[src/design/ccs_defs.vh]
// constants of the core context shadow bank
// Contract
// (RQ1) flag copy at 0x1FE4, bits 4..0
// (RQ2) expiry flag: set kick/sleep, clear timeout
// (RQ3) sleep flag: set by kick, cleared sleep
// (RQ4) null flag follows zero result
// (RQ5) nibble flag is carry from bit 3
// (RQ6) msb flag is carry from bit 7
// (RQ7) subtract adds complement; carries mean borrow; here a carry of one means no borrow
// (RQ8) rotate loads msb flag with shifted bit
// (RQ9) copies unreset at power-on, kept otherwise
// (RQ10) working value copy at 0x1FE5, 8 bits
// (RQ11) bank select copy 0x1FE6, bits 5..0
// (RQ12) upper pc copy 0x1FE7, bits 6..0
// (RQ13) pointer copies at 0x1FE8 and 0x1FEA
// (RQ14) pointer copies split low/high byte addresses
// (RQ15) config table 8200h-821Fh, never writable
// (RQ16) table returns fixed size constants
// (RQ17) capture on interrupt entry, restore on return
`ifndef CCS_DEFS_VH
`define CCS_DEFS_VH

// data addresses of the copies
`define CCS_FLAGS_ADDR      16'h1FE4
`define CCS_WORK_ADDR       16'h1FE5
`define CCS_BANK_ADDR       16'h1FE6
`define CCS_PCLATCH_ADDR    16'h1FE7
`define CCS_PTR0_LO_ADDR    16'h1FE8
`define CCS_PTR0_HI_ADDR    16'h1FE9
`define CCS_PTR1_LO_ADDR    16'h1FEA
`define CCS_PTR1_HI_ADDR    16'h1FEB

// flag bit positions
`define CCS_EXPIRY_BIT      4
`define CCS_SLEEP_BIT       3
`define CCS_NULL_BIT        2
`define CCS_NIBBLE_BIT      1
`define CCS_MSB_BIT         0

// reset value of control state
`define CCS_RD_RESET        8'h00

// config table window and contents
`define CCS_CFG_BASE        16'h8200
`define CCS_CFG_LAST        16'h821F
`define CCS_CFG_ERASE_ROW   5'h00
`define CCS_CFG_WR_LATCH    5'h01
`define CCS_CFG_USER_ROWS   5'h02
`define CCS_CFG_EE_BYTES    5'h03
`define CCS_CFG_PINS        5'h04
`define CCS_ERASE_ROW_WORDS 14'h0020
`define CCS_WRITE_LATCHES   14'h0020
`define CCS_USER_ROWS       14'h0200
`define CCS_EEPROM_BYTES    14'h0100

// operation codes of the flag unit
`define CCS_OP_ADD          3'h0
`define CCS_OP_SUB          3'h1
`define CCS_OP_RLC          3'h2
`define CCS_OP_RRC          3'h3
`define CCS_OP_LOGIC        3'h4

`endif

[src/design/ccs_bank.v]
// core context shadow bank with flag unit and config table
//
// Our own choice: the address-and-strobe port.
`timescale 1ns/1ps
`include "ccs_defs.vh"

module ccs_bank #(
  parameter [13:0] PIN_COUNT = 14'h0014  // package pin total, 14/16/20
) (
  // clock and resets
  input  wire        clk,
  input  wire        arst_n,
  input  wire        clk_en,
  input  wire        soft_rst,
  // software register port
  input  wire [15:0] bus_addr,
  input  wire [7:0]  bus_wdata,
  input  wire        bus_wr,
  input  wire        bus_rd,
  output wire [7:0]  bus_rdata,
  // config table read port
  input  wire [15:0] cfg_addr,
  input  wire        cfg_rd,
  output wire [13:0] cfg_rdata,
  // primary context from the core
  input  wire        isr_entry,
  input  wire        isr_return,
  input  wire [4:0]  core_flags,
  input  wire [7:0]  core_work,
  input  wire [5:0]  core_bank,
  input  wire [6:0]  core_pclatch,
  input  wire [15:0] core_ptr0,
  input  wire [15:0] core_ptr1,
  // restore values back to the core
  output wire        restore_strobe,
  output wire [4:0]  restore_flags,
  output wire [7:0]  restore_work,
  output wire [5:0]  restore_bank,
  output wire [6:0]  restore_pclatch,
  output wire [15:0] restore_ptr0,
  output wire [15:0] restore_ptr1,
  // instruction events on the flag copy
  input  wire        watchdog_kick_instr,
  input  wire        sleep_instr,
  input  wire        watchdog_timeout,
  input  wire        alu_upd,
  input  wire [2:0]  alu_op,
  input  wire [7:0]  alu_a,
  input  wire [7:0]  alu_b,
  output wire [7:0]  alu_result
);

  // how this bank behaves, in short:
  // the copies keep the core context across an interrupt; they have no
  // reset, so power-on leaves them unknown and soft_rst leaves them alone
  // priority in one enabled cycle, lowest first: software write, flag
  // unit update, watchdog time-out clear, kick or sleep set, capture
  // capture on isr_entry overwrites every copy at once, so a software
  // write in the same cycle is lost; firmware must not race the core
  // expiry and sleep bits are read-only on the register port; only the
  // instruction events and a capture move them
  // the flag unit is one nine-bit adder shared by add and subtract;
  // subtract feeds the inverted operand plus a carry in, so a carry of
  // one means no borrow and callers must read it that way
  // rotates route the old msb flag through the result and leave the
  // null and nibble flags alone
  // a logic operation only updates the null flag; its result is formed
  // in the core and handed in on alu_a
  // the config table is pure decode logic behind a read-data flop, so
  // there is no path at all that could change its contents
  // read data is one cycle late and zero in every other enabled cycle, which
  // lets the core or several read ports together without a mux
  // clk_en low freezes every flop here, the read pipeline included
  // the restore outputs are the copies themselves; restore_strobe only
  // tells the core when to take them back
  // trade-off: no reset on the copies saves area and matches the
  // power-on behaviour, but simulation shows unknowns until the first
  // capture or write, so tests must load the copies before checking
  // unknown flag-unit codes update alu_result with alu_a and leave every
  // flag alone, so a bad opcode can never corrupt the context

  // shadow storage, deliberately without reset
  reg  [4:0]  flags_copy_reg;         // expiry, sleep, null, nibble, msb
  reg  [7:0]  working_value_copy_reg; // full byte
  reg  [5:0]  bank_select_copy_reg;   // six bank bits
  reg  [6:0]  upper_pc_latch_copy_reg;// seven upper pc bits
  reg  [15:0] indirect_pointer0_copy_reg;
  reg  [15:0] indirect_pointer1_copy_reg;
  reg  [7:0]  alu_result_reg;         // last flag-unit result

  // control state, reset by arst_n
  reg  [7:0]  rd_data_reg;            // read data, one cycle late
  reg  [7:0]  rd_data_next;           // read mux output
  reg  [13:0] cfg_data_reg;           // config table read data
  reg  [13:0] cfg_data_next;          // config table lookup
  reg         restore_reg;            // return-from-interrupt pulse

  // flag unit wires
  reg  [7:0]  alu_b_eff;              // second operand after complement
  reg         alu_cin;                // carry into bit 0
  reg  [8:0]  alu_sum;                // nine-bit sum
  reg  [4:0]  alu_nib;                // low nibble sum
  reg  [7:0]  alu_res_next;           // result of the operation
  reg         null_next;              // zero-result flag value
  reg         nibble_next;            // nibble carry value
  reg         msb_next;               // msb carry or rotated bit
  reg         null_upd;               // null flag touched
  reg         carry_upd;              // nibble flag touched
  reg         msb_upd;                // msb flag touched

  // write decodes; the full address is compared so nothing aliases
  // into the copies from the rest of the data space, at the cost of
  // a wide comparator per register
  wire wr_flags = bus_wr & (bus_addr == `CCS_FLAGS_ADDR);
  wire wr_work  = bus_wr & (bus_addr == `CCS_WORK_ADDR);
  wire wr_bank  = bus_wr & (bus_addr == `CCS_BANK_ADDR);
  wire wr_pcl   = bus_wr & (bus_addr == `CCS_PCLATCH_ADDR);
  wire wr_p0lo  = bus_wr & (bus_addr == `CCS_PTR0_LO_ADDR);
  wire wr_p0hi  = bus_wr & (bus_addr == `CCS_PTR0_HI_ADDR);
  wire wr_p1lo  = bus_wr & (bus_addr == `CCS_PTR1_LO_ADDR);
  wire wr_p1hi  = bus_wr & (bus_addr == `CCS_PTR1_HI_ADDR);

  // config table offset within its window
  wire        cfg_hit = (cfg_addr >= `CCS_CFG_BASE) &&
                        (cfg_addr <= `CCS_CFG_LAST);
  wire [15:0] cfg_off = cfg_addr - `CCS_CFG_BASE;

  // flag unit: one arithmetic path shared by add and subtract
  always @* begin
    alu_b_eff    = alu_b;
    alu_cin      = 1'b0;
    alu_res_next = alu_a;
    null_next    = 1'b0;
    nibble_next  = flags_copy_reg[`CCS_NIBBLE_BIT];
    msb_next     = flags_copy_reg[`CCS_MSB_BIT];
    null_upd     = 1'b0;
    carry_upd    = 1'b0;
    msb_upd      = 1'b0;
    // subtract is add of the two's complement
    if (alu_op == `CCS_OP_SUB) begin
      alu_b_eff = ~alu_b; // RQ7
      alu_cin   = 1'b1;   // RQ7
    end
    // nine bits so the carry out of bit 7 is kept
    alu_sum = {1'b0, alu_a} + {1'b0, alu_b_eff} + {8'h00, alu_cin};
    // separate low nibble sum gives the carry out of bit 3
    alu_nib = {1'b0, alu_a[3:0]} + {1'b0, alu_b_eff[3:0]} +
              {4'h0, alu_cin};
    case (alu_op)
      // add and subtract set all three result flags
      `CCS_OP_ADD, `CCS_OP_SUB: begin
        alu_res_next = alu_sum[7:0];
        nibble_next  = alu_nib[4];  // RQ5
        msb_next     = alu_sum[8];  // RQ6
        null_upd     = 1'b1;
        carry_upd    = 1'b1;
        msb_upd      = 1'b1;
      end
      // rotate left pulls old msb flag into bit 0
      `CCS_OP_RLC: begin
        alu_res_next = {alu_a[6:0], flags_copy_reg[`CCS_MSB_BIT]};
        msb_next     = alu_a[7];    // RQ8
        msb_upd      = 1'b1;
      end
      // rotate right pulls old msb flag into bit 7
      `CCS_OP_RRC: begin
        alu_res_next = {flags_copy_reg[`CCS_MSB_BIT], alu_a[7:1]};
        msb_next     = alu_a[0];    // RQ8
        msb_upd      = 1'b1;
      end
      // logic result comes ready-made from the core
      `CCS_OP_LOGIC: begin
        alu_res_next = alu_a;
        null_upd     = 1'b1;
      end
      // unknown codes leave the flags alone
      default: begin
        alu_res_next = alu_a;
      end
    endcase
    // zero test on whatever result the operation chose
    null_next = (alu_res_next == 8'h00); // RQ4
  end

  // shadow storage: no reset at all, so contents are undefined
  // after power-on and survive every soft reset untouched
  always @(posedge clk) begin // RQ9
    if (clk_en) begin
      // software writes come first, events may override
      if (wr_flags) begin
        // expiry and sleep bits are read-only to software
        flags_copy_reg[`CCS_NULL_BIT]   <= bus_wdata[`CCS_NULL_BIT];   // RQ1
        flags_copy_reg[`CCS_NIBBLE_BIT] <= bus_wdata[`CCS_NIBBLE_BIT]; // RQ1
        flags_copy_reg[`CCS_MSB_BIT]    <= bus_wdata[`CCS_MSB_BIT];    // RQ1
      end
      // full byte, every bit writable
      if (wr_work) begin
        working_value_copy_reg <= bus_wdata; // RQ10
      end
      // top two bits of the byte are dropped
      if (wr_bank) begin
        bank_select_copy_reg <= bus_wdata[5:0]; // RQ11
      end
      // bit 7 has no storage behind it
      if (wr_pcl) begin
        upper_pc_latch_copy_reg <= bus_wdata[6:0]; // RQ12
      end
      // each pointer byte has its own address
      if (wr_p0lo) begin
        indirect_pointer0_copy_reg[7:0] <= bus_wdata; // RQ14
      end
      // high byte of the first pointer
      if (wr_p0hi) begin
        indirect_pointer0_copy_reg[15:8] <= bus_wdata; // RQ14
      end
      // second pointer, low byte then high byte
      if (wr_p1lo) begin
        indirect_pointer1_copy_reg[7:0] <= bus_wdata; // RQ14
      end
      if (wr_p1hi) begin
        indirect_pointer1_copy_reg[15:8] <= bus_wdata; // RQ14
      end
      // flag unit results
      if (alu_upd) begin
        alu_result_reg <= alu_res_next;
        // zero test for add, subtract and logic
        if (null_upd) begin
          flags_copy_reg[`CCS_NULL_BIT] <= null_next; // RQ4
        end
        // nibble carry only from add and subtract
        if (carry_upd) begin
          flags_copy_reg[`CCS_NIBBLE_BIT] <= nibble_next; // RQ5
        end
        // msb carry, or the bit a rotate pushed out
        if (msb_upd) begin
          flags_copy_reg[`CCS_MSB_BIT] <= msb_next; // RQ6
        end
      end
      // clears are applied before sets so a set never gets lost
      // time-out clears expiry unless a set comes with it
      if (watchdog_timeout) begin
        flags_copy_reg[`CCS_EXPIRY_BIT] <= 1'b0; // RQ2
      end
      // kick and sleep both mark expiry as set
      if (watchdog_kick_instr | sleep_instr) begin
        flags_copy_reg[`CCS_EXPIRY_BIT] <= 1'b1; // RQ2
      end
      // sleep clears the sleep flag
      if (sleep_instr) begin
        flags_copy_reg[`CCS_SLEEP_BIT] <= 1'b0; // RQ3
      end
      // kick sets it again and wins a tie
      if (watchdog_kick_instr) begin
        flags_copy_reg[`CCS_SLEEP_BIT] <= 1'b1; // RQ3
      end
      // interrupt entry captures the whole context last,
      // so it beats any write in the same cycle
      if (isr_entry) begin
        flags_copy_reg             <= core_flags;   // RQ17
        working_value_copy_reg     <= core_work;    // RQ17
        bank_select_copy_reg       <= core_bank;    // RQ17
        upper_pc_latch_copy_reg    <= core_pclatch; // RQ17
        indirect_pointer0_copy_reg <= core_ptr0;    // RQ13
        indirect_pointer1_copy_reg <= core_ptr1;    // RQ13
      end
    end
  end

  // read mux; unimplemented and unmapped bits read as zero
  always @* begin
    rd_data_next = 8'h00;
    case (bus_addr)
      // flags: bits 7:5 have no storage and read zero
      `CCS_FLAGS_ADDR: begin
        rd_data_next = {3'h0, flags_copy_reg}; // RQ1
      end
      `CCS_WORK_ADDR: begin
        rd_data_next = working_value_copy_reg; // RQ10
      end
      // bank select: bits 7:6 read zero
      `CCS_BANK_ADDR: begin
        rd_data_next = {2'h0, bank_select_copy_reg}; // RQ11
      end
      // upper pc latch: bit 7 reads zero
      `CCS_PCLATCH_ADDR: begin
        rd_data_next = {1'b0, upper_pc_latch_copy_reg}; // RQ12
      end
      // pointer bytes, low byte at the lower address
      `CCS_PTR0_LO_ADDR: begin
        rd_data_next = indirect_pointer0_copy_reg[7:0]; // RQ14
      end
      `CCS_PTR0_HI_ADDR: begin
        rd_data_next = indirect_pointer0_copy_reg[15:8]; // RQ14
      end
      `CCS_PTR1_LO_ADDR: begin
        rd_data_next = indirect_pointer1_copy_reg[7:0]; // RQ14
      end
      `CCS_PTR1_HI_ADDR: begin
        rd_data_next = indirect_pointer1_copy_reg[15:8]; // RQ14
      end
      // anything else is unmapped
      default: begin
        rd_data_next = 8'h00;
      end
    endcase
  end

  // config table: constants only, no write path exists
  always @* begin
    cfg_data_next = 14'h0000;
    if (cfg_hit) begin // RQ15
      case (cfg_off[4:0])
        // sizes of the program array
        `CCS_CFG_ERASE_ROW: begin
          cfg_data_next = `CCS_ERASE_ROW_WORDS; // RQ16
        end
        `CCS_CFG_WR_LATCH: begin
          cfg_data_next = `CCS_WRITE_LATCHES; // RQ16
        end
        `CCS_CFG_USER_ROWS: begin
          cfg_data_next = `CCS_USER_ROWS; // RQ16
        end
        // data eeprom size in bytes
        `CCS_CFG_EE_BYTES: begin
          cfg_data_next = `CCS_EEPROM_BYTES; // RQ16
        end
        // package pin total, fixed per build
        `CCS_CFG_PINS: begin
          cfg_data_next = PIN_COUNT; // RQ16
        end
        // rest of the window is unassigned
        default: begin
          cfg_data_next = 14'h0000;
        end
      endcase
    end
  end

  // control flops: read data and restore pulse
  always @(posedge clk or negedge arst_n) begin
    // power-on reset clears only the pipeline, never a copy
    if (!arst_n) begin
      rd_data_reg  <= `CCS_RD_RESET;
      cfg_data_reg <= 14'h0000;
      restore_reg  <= 1'b0;
    end else if (clk_en) begin
      // soft reset only drops the pulses, never the copies
      if (soft_rst) begin
        rd_data_reg  <= `CCS_RD_RESET;
        cfg_data_reg <= 14'h0000;
        restore_reg  <= 1'b0;
      end else begin
        // read data stands only in the cycle after the strobe
        rd_data_reg  <= bus_rd ? rd_data_next : 8'h00;
        cfg_data_reg <= cfg_rd ? cfg_data_next : 14'h0000;
        // restore strobe one cycle after the return request
        restore_reg  <= isr_return; // RQ17
      end
    end
  end

  // outputs straight from flops
  // the restore bus is the copies themselves, no second register,
  // so a capture shows on it right after the entry edge
  assign bus_rdata       = rd_data_reg;
  assign cfg_rdata       = cfg_data_reg;
  assign restore_strobe  = restore_reg;
  assign restore_flags   = flags_copy_reg;
  assign restore_work    = working_value_copy_reg;
  assign restore_bank    = bank_select_copy_reg;
  assign restore_pclatch = upper_pc_latch_copy_reg;
  assign restore_ptr0    = indirect_pointer0_copy_reg;
  assign restore_ptr1    = indirect_pointer1_copy_reg;
  assign alu_result      = alu_result_reg;

endmodule // ccs_bank

[config.mk]
export PLATFORM = sky130hd
export DESIGN_NAME = ccs_bank
export DESIGN_NICKNAME = d
export VERILOG_FILES = /design/src/design/ccs_bank.v
export VERILOG_INCLUDE_DIRS = /design/src /design/src/design
export SDC_FILE = /design/constraint.sdc
export NUM_CORES = 1
export LEC_CHECK = 0
export BUFFER_PORTS_ARGS = -buffer_cell sky130_fd_sc_hd__buf_2
export CORE_MARGIN = 2
export CORE_UTILIZATION = 43
export CTS_CLUSTER_DIAMETER = 80
export DETAILED_ROUTE_END_ITERATION = 10
export HOLD_SLACK_MARGIN = 0.15
export PLACE_DENSITY_LB_ADDON = 0.15
export SYNTH_ARGS = -nofsm -noshare
export SYNTH_HDL_FRONTEND = slang
export SYNTH_SLANG_ARGS = --single-unit
[constraint.sdc]
create_clock -name clk -period 1.73 [get_ports clk]
set_clock_uncertainty 0.15 [all_clocks]
set_input_delay 0.346 -clock clk [delete_from_list [all_inputs] [get_ports clk]]
set_output_delay 0.346 -clock clk [all_outputs]
set_load 0.1 [all_outputs]
### After elaboration in Yosys (flattened, before gate mapping)

Index checks and enable logic that the tools add are counted.
W data, S select, Z words.

* register bits after elaboration: 89
* latch bits: 0
* memory bits (writable): 0
* bits in read-only memories: 0
* output and inout port bits: 89
* logic and storage cells: 118
* memories kept: 0

* add/subtract/negate cells: 5
* multipliers: 0
* divide/modulo/power cells: 0
* magnitude comparators: 2
* equality and inequality tests: 18
* shift operators: 0
* muxes and demuxes: 38
* bitwise gates (word level): 10
* reductions and logical operators: 29

Operators with widths (count)
* $eq A16 B13 Y1 const B: 8
* $mux W8: 9
* $pmux W8 S8: 1
* $pmux W10 S4: 1
* $mux W16: 2
* $mux W14: 2
* $pmux W8 S3: 1
* $reduce_and A2 Y1: 12
* $ge A16 B16 Y1 const B: 1
* $le A16 B16 Y1 const B: 1
* $mux W7: 2
* $reduce_bool A2 Y1: 7
* $mux W1: 13
* $mux W6: 2
* $eq A5 B2 Y1 const B: 2
* $mux W10: 1
* $add A8 B8 Y9: 1
* $add A9 B1 Y9: 1
* $and A1 B1 Y1: 8
* $logic_not A8 Y1: 1
* $not A8 Y8: 1
* $eq A3 B2 Y1 const B: 2
* $mux W3: 2
* $ne A6 B3 Y1 const B: 1
* 18 further kinds: 20

### Logic depth before layout (Yosys ltp)

Gate-level depths: netlist of run 1.

* depth in word-level cells: 9
* gate-level depth with buffers: 13

### Least setup slack after synthesis of run 1

Ideal clock, no wire load.

* kind: input -> register
* from: input alu_op[1]
* to: register flags_copy_reg[2] (netlist: restore_flags[2]) (data pin)
* library setup time: 0.180 ns
* data arrival time: 3.389 ns
* required time: 1.400 ns
* slack: -1.989 ns
* stages: 13
* path buffers: 2
* cell sequence: buf_2 > nor2_1 > and2_1 > clkbuf_1 > xor2_1 > inv_1 > fa_1 > nand2b_1 > a32oi_1 > nand2_1 > or4_1 > a2111o_1 > o41ai_2

* word-level cells in the longest chain between the ends: 9

RTL lines
* start, declared: RTL line ccs_bank.v:47 `input wire [2:0] alu_op,`
* $eq A3 B1 Y1: RTL line ccs_bank.v:149 `case (alu_op)`
* $mux W8: RTL line ccs_bank.v:140 `` if (alu_op == `CCS_OP_SUB) begin ``
* $add A8 B8 Y9: RTL line ccs_bank.v:145 `alu_sum = {1'b0, alu_a} + {1'b0, alu_b_eff} + {8'h00, alu_cin};`
* $add A9 B1 Y9: RTL line ccs_bank.v:145
* $pmux W8 S3 *: RTL line ccs_bank.v:149
* via alu_res_next[2]: RTL line ccs_bank.v:103 `reg [7:0] alu_res_next;`
* $logic_not A8 Y1 *: RTL line ccs_bank.v:182 `null_next = (alu_res_next == 8'h00);`
* $mux W1 *: RTL line ccs_bank.v:227 `if (null_upd) begin`
* $mux W3 *: RTL line ccs_bank.v:224 `if (alu_upd) begin`
* $mux W5 *: RTL line ccs_bank.v:258 `if (isr_entry) begin`
* end signal, assigned by index: RTL line ccs_bank.v:228 `` flags_copy_reg[`CCS_NULL_BIT] <= null_next; ``
* end signal, assigned by index: RTL line ccs_bank.v:232 `` flags_copy_reg[`CCS_NIBBLE_BIT] <= nibble_next; ``
* end signal, assigned: RTL line ccs_bank.v:259 `flags_copy_reg <= core_flags;`
* end, declared: RTL line ccs_bank.v:83 `reg [4:0] flags_copy_reg;`

Mark *: on every way through the listed nets, which the timed path passes. The rest lies on a longest branch.
A chain may end at the register's enable or synchronous reset.

### Worst setup path after layout of run 1

* from: input alu_op[2]
* to: register flags_copy_reg[2] (netlist: restore_flags[2]) (data pin)

Same word-level chain as after synthesis.

==> results of run 1 <==
## placed cells by master, fill, tap and decap left out, types with 4 or more instances in the layout
cell type        n
buf_2          200
nand2_1        125
buf_4           77
edfxtp_1        66
dlygate4sd3_1   58
buf_6           22
a22oi_1         18
nand2b_1        12
dfrtp_1         12
inv_1           10
nor2_1          10
nor2_4           9
mux2_2           9
a21oi_1          9
conb_1           9
clkbuf_8         9
mux2i_1          8
nor2b_1          7
ha_1             7
xor2_2           6
o2bb2ai_1        6
a22o_1           5
nand4_1          5
nor2_2           5
a21o_1           5
nor3_1           5
nand3_1          5
a31oi_4          4
o21ai_0          4
## critical path: stages
cell and delay [ps]:
buf_8 100, nor2_4 110, and2_4 170, xor2_2 170
inv_2 60, fa_2 360, nand2b_4 150, a32oi_1 180
nand2_1 100, or4_4 520, a2111o_1 310, o41ai_2 220
## cells by family (layout without fill, tap and decap cells)
logic type | after synthesis | in the layout | share of synthesized area (%)
DFF | 79 | 79 | 49.7
other | 1 | 9 | 0.0809
muxes | 23 | 23 | 6.18
adders and majority gates | 11 | 11 | 3.13
xor gates and xnor gates | 9 | 9 | 1.70
buffers and inverters | 42 | 391 | 4.24
and+or+nand+nor | 214 | 214 | 21.4
AOI/OAI and AO/OA | 85 | 85 | 13.5
## timing repair
action	CTS	global route
endpoints found under the hold margin	70	0
gates cloned	0	0
resized for setup	48	42
setup buffers	13	12
pin swaps	20	27
hold buffers	58	0
setup endpoints to repair	47	62
## area by class of cell
type                    count  area share [%]
clock buffers               9            1.57
clock inverters             7           0.922
inverters                  11           0.525
multi-input cells         351            33.7
flip-flops and latches     79            29.3
well taps                 136            2.16
repair buffers            364            31.8
## report_power, final
part,switching [mW],internal (mW)
Clock,0.730,0.672
Combinational,1.58,0.752
Sequential,0.0770,2.22
Total,2.39,3.64
## path summary, 6_finish.rpt
| check | end | cells after the start | slack, ps |
|---|---|---|---|
| max | restore_flags[2] | 12 | -1050 |
| min | restore_flags[3] | 2 | 160 |
| max reg2reg | restore_flags[2] | 5 | -310 |
| min reg2reg | bus_rdata[5] | 1 | 340 |
| max in group asynchronous | cfg_rdata[4] | 2 | 930 |
| min in group asynchronous | bus_rdata[2] | 2 | 250 |
## stage by stage
step | util [%] | cells | TNS, ps
after floorplan | - | 472 | -15620
after global routing | 75.6 | 957 | -9660
after CTS | 72.9 | 951 | -8690
after detailed placement | 62.6 | 866 | -34750
final | 75.6 | 957 | -8100
after global placement | 62.6 | 866 | -32880
## per-layer routing
layer | global-route usage [%] | wire length, um | up-vias | share of wire, %
li1 | - | - | 2369 | -
met1 | 34.9 | 6610 | 2422 | 38
met2 | 50.4 | 8760 | 265 | 51
met3 | 6.96 | 1440 | 34 | 8.3
met4 | 11.5 | 437 | 0 | 2.5
met5 | 0 | 0 | - | 0
==> metrics.md, run 1 <==
| Metric | Value |
|---|---|
| Max Cap Viol | `0` |
| Synth Warn # | `0` |
| CTS tree | `built` |
| Crit path kind | `in2reg` |
| Post-DP HPWL | `12.3 mm` |
| Worst Hold Class | `in2reg` |
| # rows | `37` |
| Total power draw | `6.03 mW` |
| Worst setup EP type | `register` |
| Number of diodes | `0` |
| Crit path launch type | `input pin` |
| Leak | `3.64 nW` |
| Vias in the first global route | `5204` |
| Maximum fanout along the worst path | `3` |
| Placed Area | `6520 um2` |
| Post-DR vias/cell | `5.32` |
| Routability Congestion | `0.910` |
| First-pass GRT wire length | `25.8 mm` |
| Area delta synth->final | `69.7%` |
| Most common cell in the netlist | `nand2_1` |
| CTS HTree Levels | `3` |
| Die area | `11600 um2` |
| Initial DRT Pass Iterations | `5` |
| Async S/R FF share, synth | `16.5%` |
| CTS sink count | `79` |
| CTS root buffer | `clkbuf_8` |
| Layout cells sized above 1 | `49.8%` |
| Hold path start | `core_flags[3]` |
| Skew-Pair Late Insertion Delay | `360 ps` |
| PwrDens | `766 nW/um2` |
| WL final | `17.2 mm` |
| Worst-margin pin slew | `532 ps` |
| GRT Total Usage | `29.2%` |
| Die Ht | `108 um` |
| Final instance area | `7870 um2` |
| Worst slack at placement | `-1440 ps` |
| Max VDD drop | `0.000526 V` |
| Multi-input logic area | `2650 um2` |
| Vias post-DR | `5090` |
| Core area | `10400 um2` |
| CP Data Arrival Time | `2800 ps` |
| Setup violations, final | `45` |
| Wire length per cell | `18.0 um` |
| Final worst slack | `-1050 ps` |
| RSZ-0062 raised after global routing | `yes` |
| Die W | `108 um` |
| Final count of hold timing violations | `0` |
| Worst reg2reg startpoint | `restore_flags[0]` |
| Top_reg_cell synth | `edfxtp_1` |
| Commonest cells in the netlist | `126 x nand2_1, 66 x edfxtp_1, 24 x nor2_1, 20 x a22oi_1, 19 x clkbuf_1` |
| Post-route minimum period | `2780 ps` |
| Area leader, netlist | `edfxtp_1` |
| Final ANT Viol Nets | `0` |
| Number of top-level pins | `219` |
| Max Slew Vio Count | `0` |
| Post-synth EDFFs | `66` |
| Synth top area cells | `edfxtp_1 43%, nand2_1 10%, dfrtp_1 7.0%, a22oi_1 3.2%, ha_1 2.7%` |
| Post-synthesis register bit count | `79` |
| Fin crit share | `161%` |
| Register area | `2310 um2` |
| Clk pin slew, worst setup/hold paths | `90 ps` |
| Grt total ovfl | `0` |
| Post-Synthesis Cells | `464` |
| Largest net degree at the start of global routing | `45` |
| Synth top area share | `42.7%` |
| Initial antenna violation count | `0` |
| # nets final | `957` |
| Post-synth design cell area | `4640 um2` |
| Failing checks | `setup timing` |
| Achievable Freq | `360 MHz` |
| Post-synth cell types | `59` |
| Iteration-0 DRC Markers | `351` |
| Slew margin rel. | `64.5%` |
| TritonCTS buffer count | `9` |
| Drc violations | `0` |
| Worst hold slack | `162 ps` |
| Critical Path Start | `alu_op[2]` |
| Req. time, crit path | `1750 ps` |
| Fillcell total | `708` |
| Avg Synthesized Cell Area | `10.0 um2` |
| Clk buf depth | `2` |
| IO buf count | `209` |
| Outcome | `finished with violations` |
| Initial Utilization | `44.5%` |
| Sequential share of the synthesized area | `49.7%` |
No activity file was read; power rests on OpenSTA's default activity.
==> run 2, diff against run 1 <==
Settings changed: SKIP_CTS_REPAIR_TIMING from default to 1, TNS_END_PERCENT from default to 10.
==> run 2 against run 1 <==
  * The flow still finishes with violations (setup timing)
  * Total power increased by 3.9%
  * Utilization down 1.9 points
  * Combinational power fell by 3%
  * Global-route usage down 3.3 points
  * Count of clock-buffer cells in the layout increased by 1
  * Sequential share of layout area is 0.75 points higher
  * Cell area is 2.5% lower
==> metrics.md, run 2 (synthesized netlist as in run 1, its figures left out) <==
| Metric | Value |
|---|---|
| Outcome | `finished with violations` |
| Failing checks | `setup timing` |
| Wire length per cell | `17.5 um (-2.7%)` |
| Grt total ovfl | `0 (unchanged)` |
| Placed Cells | `872 (+0.69%)` |
| Drc violations | `0 (unchanged)` |
| Crit path launch type | `input pin` |
| Crit path kind | `in2reg` |
| CTS root buffer | `clkbuf_8` |
| GRT Total Usage | `25.8% (-3.3 points)` |
| Vias in the first global route | `4510 (-13%)` |
| Max Used Layer | `met4` |
| Initial DRT Pass Iterations | `6 (+1)` |
| Vias post-DR | `4957 (-2.6%)` |
| Fin util | `73.6% (-1.9 points)` |
| Core area | `10400 um2 (unchanged)` |
| TritonCTS buffer count | `9 (unchanged)` |
| Area delta synth->final | `65.4%` |
| Max VDD drop | `0.000501 V (-4.8%)` |
| Die area | `11600 um2 (unchanged)` |
| Final count of hold timing violations | `0 (unchanged)` |
| Wire length on met1 | `6.56 mm (-0.80%)` |
| Initial antenna violation count | `0 (unchanged)` |
| Post-DP HPWL | `12.0 mm (-2.7%)` |
| CTS tree | `built` |
| Die W | `108 um (unchanged)` |
| Largest net degree at the start of global routing | `49 (+8.9%)` |
| Commonest cells after routing, fill and taps aside | `198 x buf_2, 124 x nand2_1, 78 x buf_4` |
| Worst Hold Class | `in2reg` |
| Max Slew Vio Count | `0 (unchanged)` |
| PwrDens | `817 nW/um2 (+6.6%)` |
| # nets final | `946 (-1.1%)` |
| Maximum fanout along the worst path | `4 (+1)` |
| Most common cell after layout, fill and taps aside | `buf_2` |
| Worst hold slack | `122 ps (-39.9 ps)` |
| WL final | `16.6 mm (-3.8%)` |
| Worst setup EP type | `register` |
| IO buf count | `209 (unchanged)` |
| Number of diodes | `0 (unchanged)` |
| Clk pin slew, worst setup/hold paths | `80 ps (about the same)` |
| Layout cells sized above 1 | `47.8% (-2.0 points)` |
| Skew-Pair Late Insertion Delay | `360 ps (about the same)` |
| Wire length on met2 | `8.57 mm (-2.2%)` |
| Post-Layout Cell Count | `946 (-1.1%)` |
| Clk buf depth | `2 (unchanged)` |
| Final worst slack | `-1010 ps (+45.6 ps)` |
| Req. time, crit path | `1750 ps (about the same)` |
| Die Ht | `108 um (unchanged)` |
| Post-DR vias/cell | `5.24 (-1.5%)` |
| Routability Congestion | `0.911 (+0.16%)` |
| Total power draw | `6.26 mW (+3.9%)` |
| Number of top-level pins | `219 (unchanged)` |
| Iteration-0 DRC Markers | `322 (-8.3%)` |
| Worst-margin pin slew | `515 ps (-17.1 ps)` |
| Post-route minimum period | `2740 ps (-45.7 ps)` |
| Leak | `3.57 nW (-2.0%)` |
| CP Data Arrival Time | `2750 ps (-50 ps)` |
| # rows | `37 (unchanged)` |
| Slew margin rel. | `65.9% (+1.4 points)` |
| Setup violations, final | `22 (-51%)` |
| Final ANT Viol Nets | `0 (unchanged)` |
| WL met3 | `1.26 mm (-12%)` |
| CTS HTree Levels | `3 (unchanged)` |
| Fin crit share | `158% (-2.6 points)` |
| Achievable Freq | `366 MHz (+1.7%)` |
| RSZ-0062 raised after global routing | `yes` |
| First-pass GRT wire length | `23.0 mm (-11%)` |
| Initial Utilization | `44.5% (unchanged)` |
| CTS sink count | `79 (unchanged)` |
| Max Cap Viol | `0 (unchanged)` |
## run 2: power by group
part           internal [mW]  switching, mW
registers               2.22         0.0744
logic                  0.718           1.55
clock network          0.970          0.737
## run 2: metrics by stage
step / cell area [um2] / worst slack (ps) / setup TNS, ps
floorplan: 4780 / -1410 / -29020
global placement: 6500 / -1330 / -31270
detailed placement: 6500 / -1400 / -33030
CTS: 6740 / -1050 / -8230
global route: 7670 / -1080 / -7980
finish: 7670 / -1010 / -5870
## run 2: final cells by class
class,count,area (um2)
flip-flops and latches,79,2310
multi-input cells,351,2520
clock inverters,6,115
well taps,136,170
repair buffers,353,2380
fillers,769,2750
inverters,11,41.3
clock buffers,10,128
## run 2: path summary, 6_finish.rpt
check | startpoint | endpoint | slack [ps] | cells after the start
max reg2reg | restore_flags[0] | restore_flags[2] | -180 | 5
min in group asynchronous | arst_n | cfg_rdata[5] | 240 | 2
max in group asynchronous | arst_n | bus_rdata[1] | 960 | 2
min | core_ptr0[9] | restore_ptr0[9] | 120 | 3
max | alu_op[2] | restore_flags[2] | -1010 | 12
min reg2reg | cfg_rdata[9] | cfg_rdata[9] | 350 | 1
## run 2: critical path: stages
cell,delay (ps)
buf_8,100
nor2_4,90
and2_4,180
xor2_2,180
inv_2,60
fa_2,360
nand2b_4,150
a32oi_1,180
nand2_1,80
or4_1,500
a2111o_1,320
o41ai_2,200
## run 2: metal layers
| layer | vias to the layer above | GRT usage (%) |
|---|---|---|
| met5 | - | 0 |
| met2 | 241 | 44.1 |
| met1 | 2347 | 34.4 |
| li1 | 2354 | - |
| met3 | 15 | 4.42 |
| met4 | 0 | 6.04 |
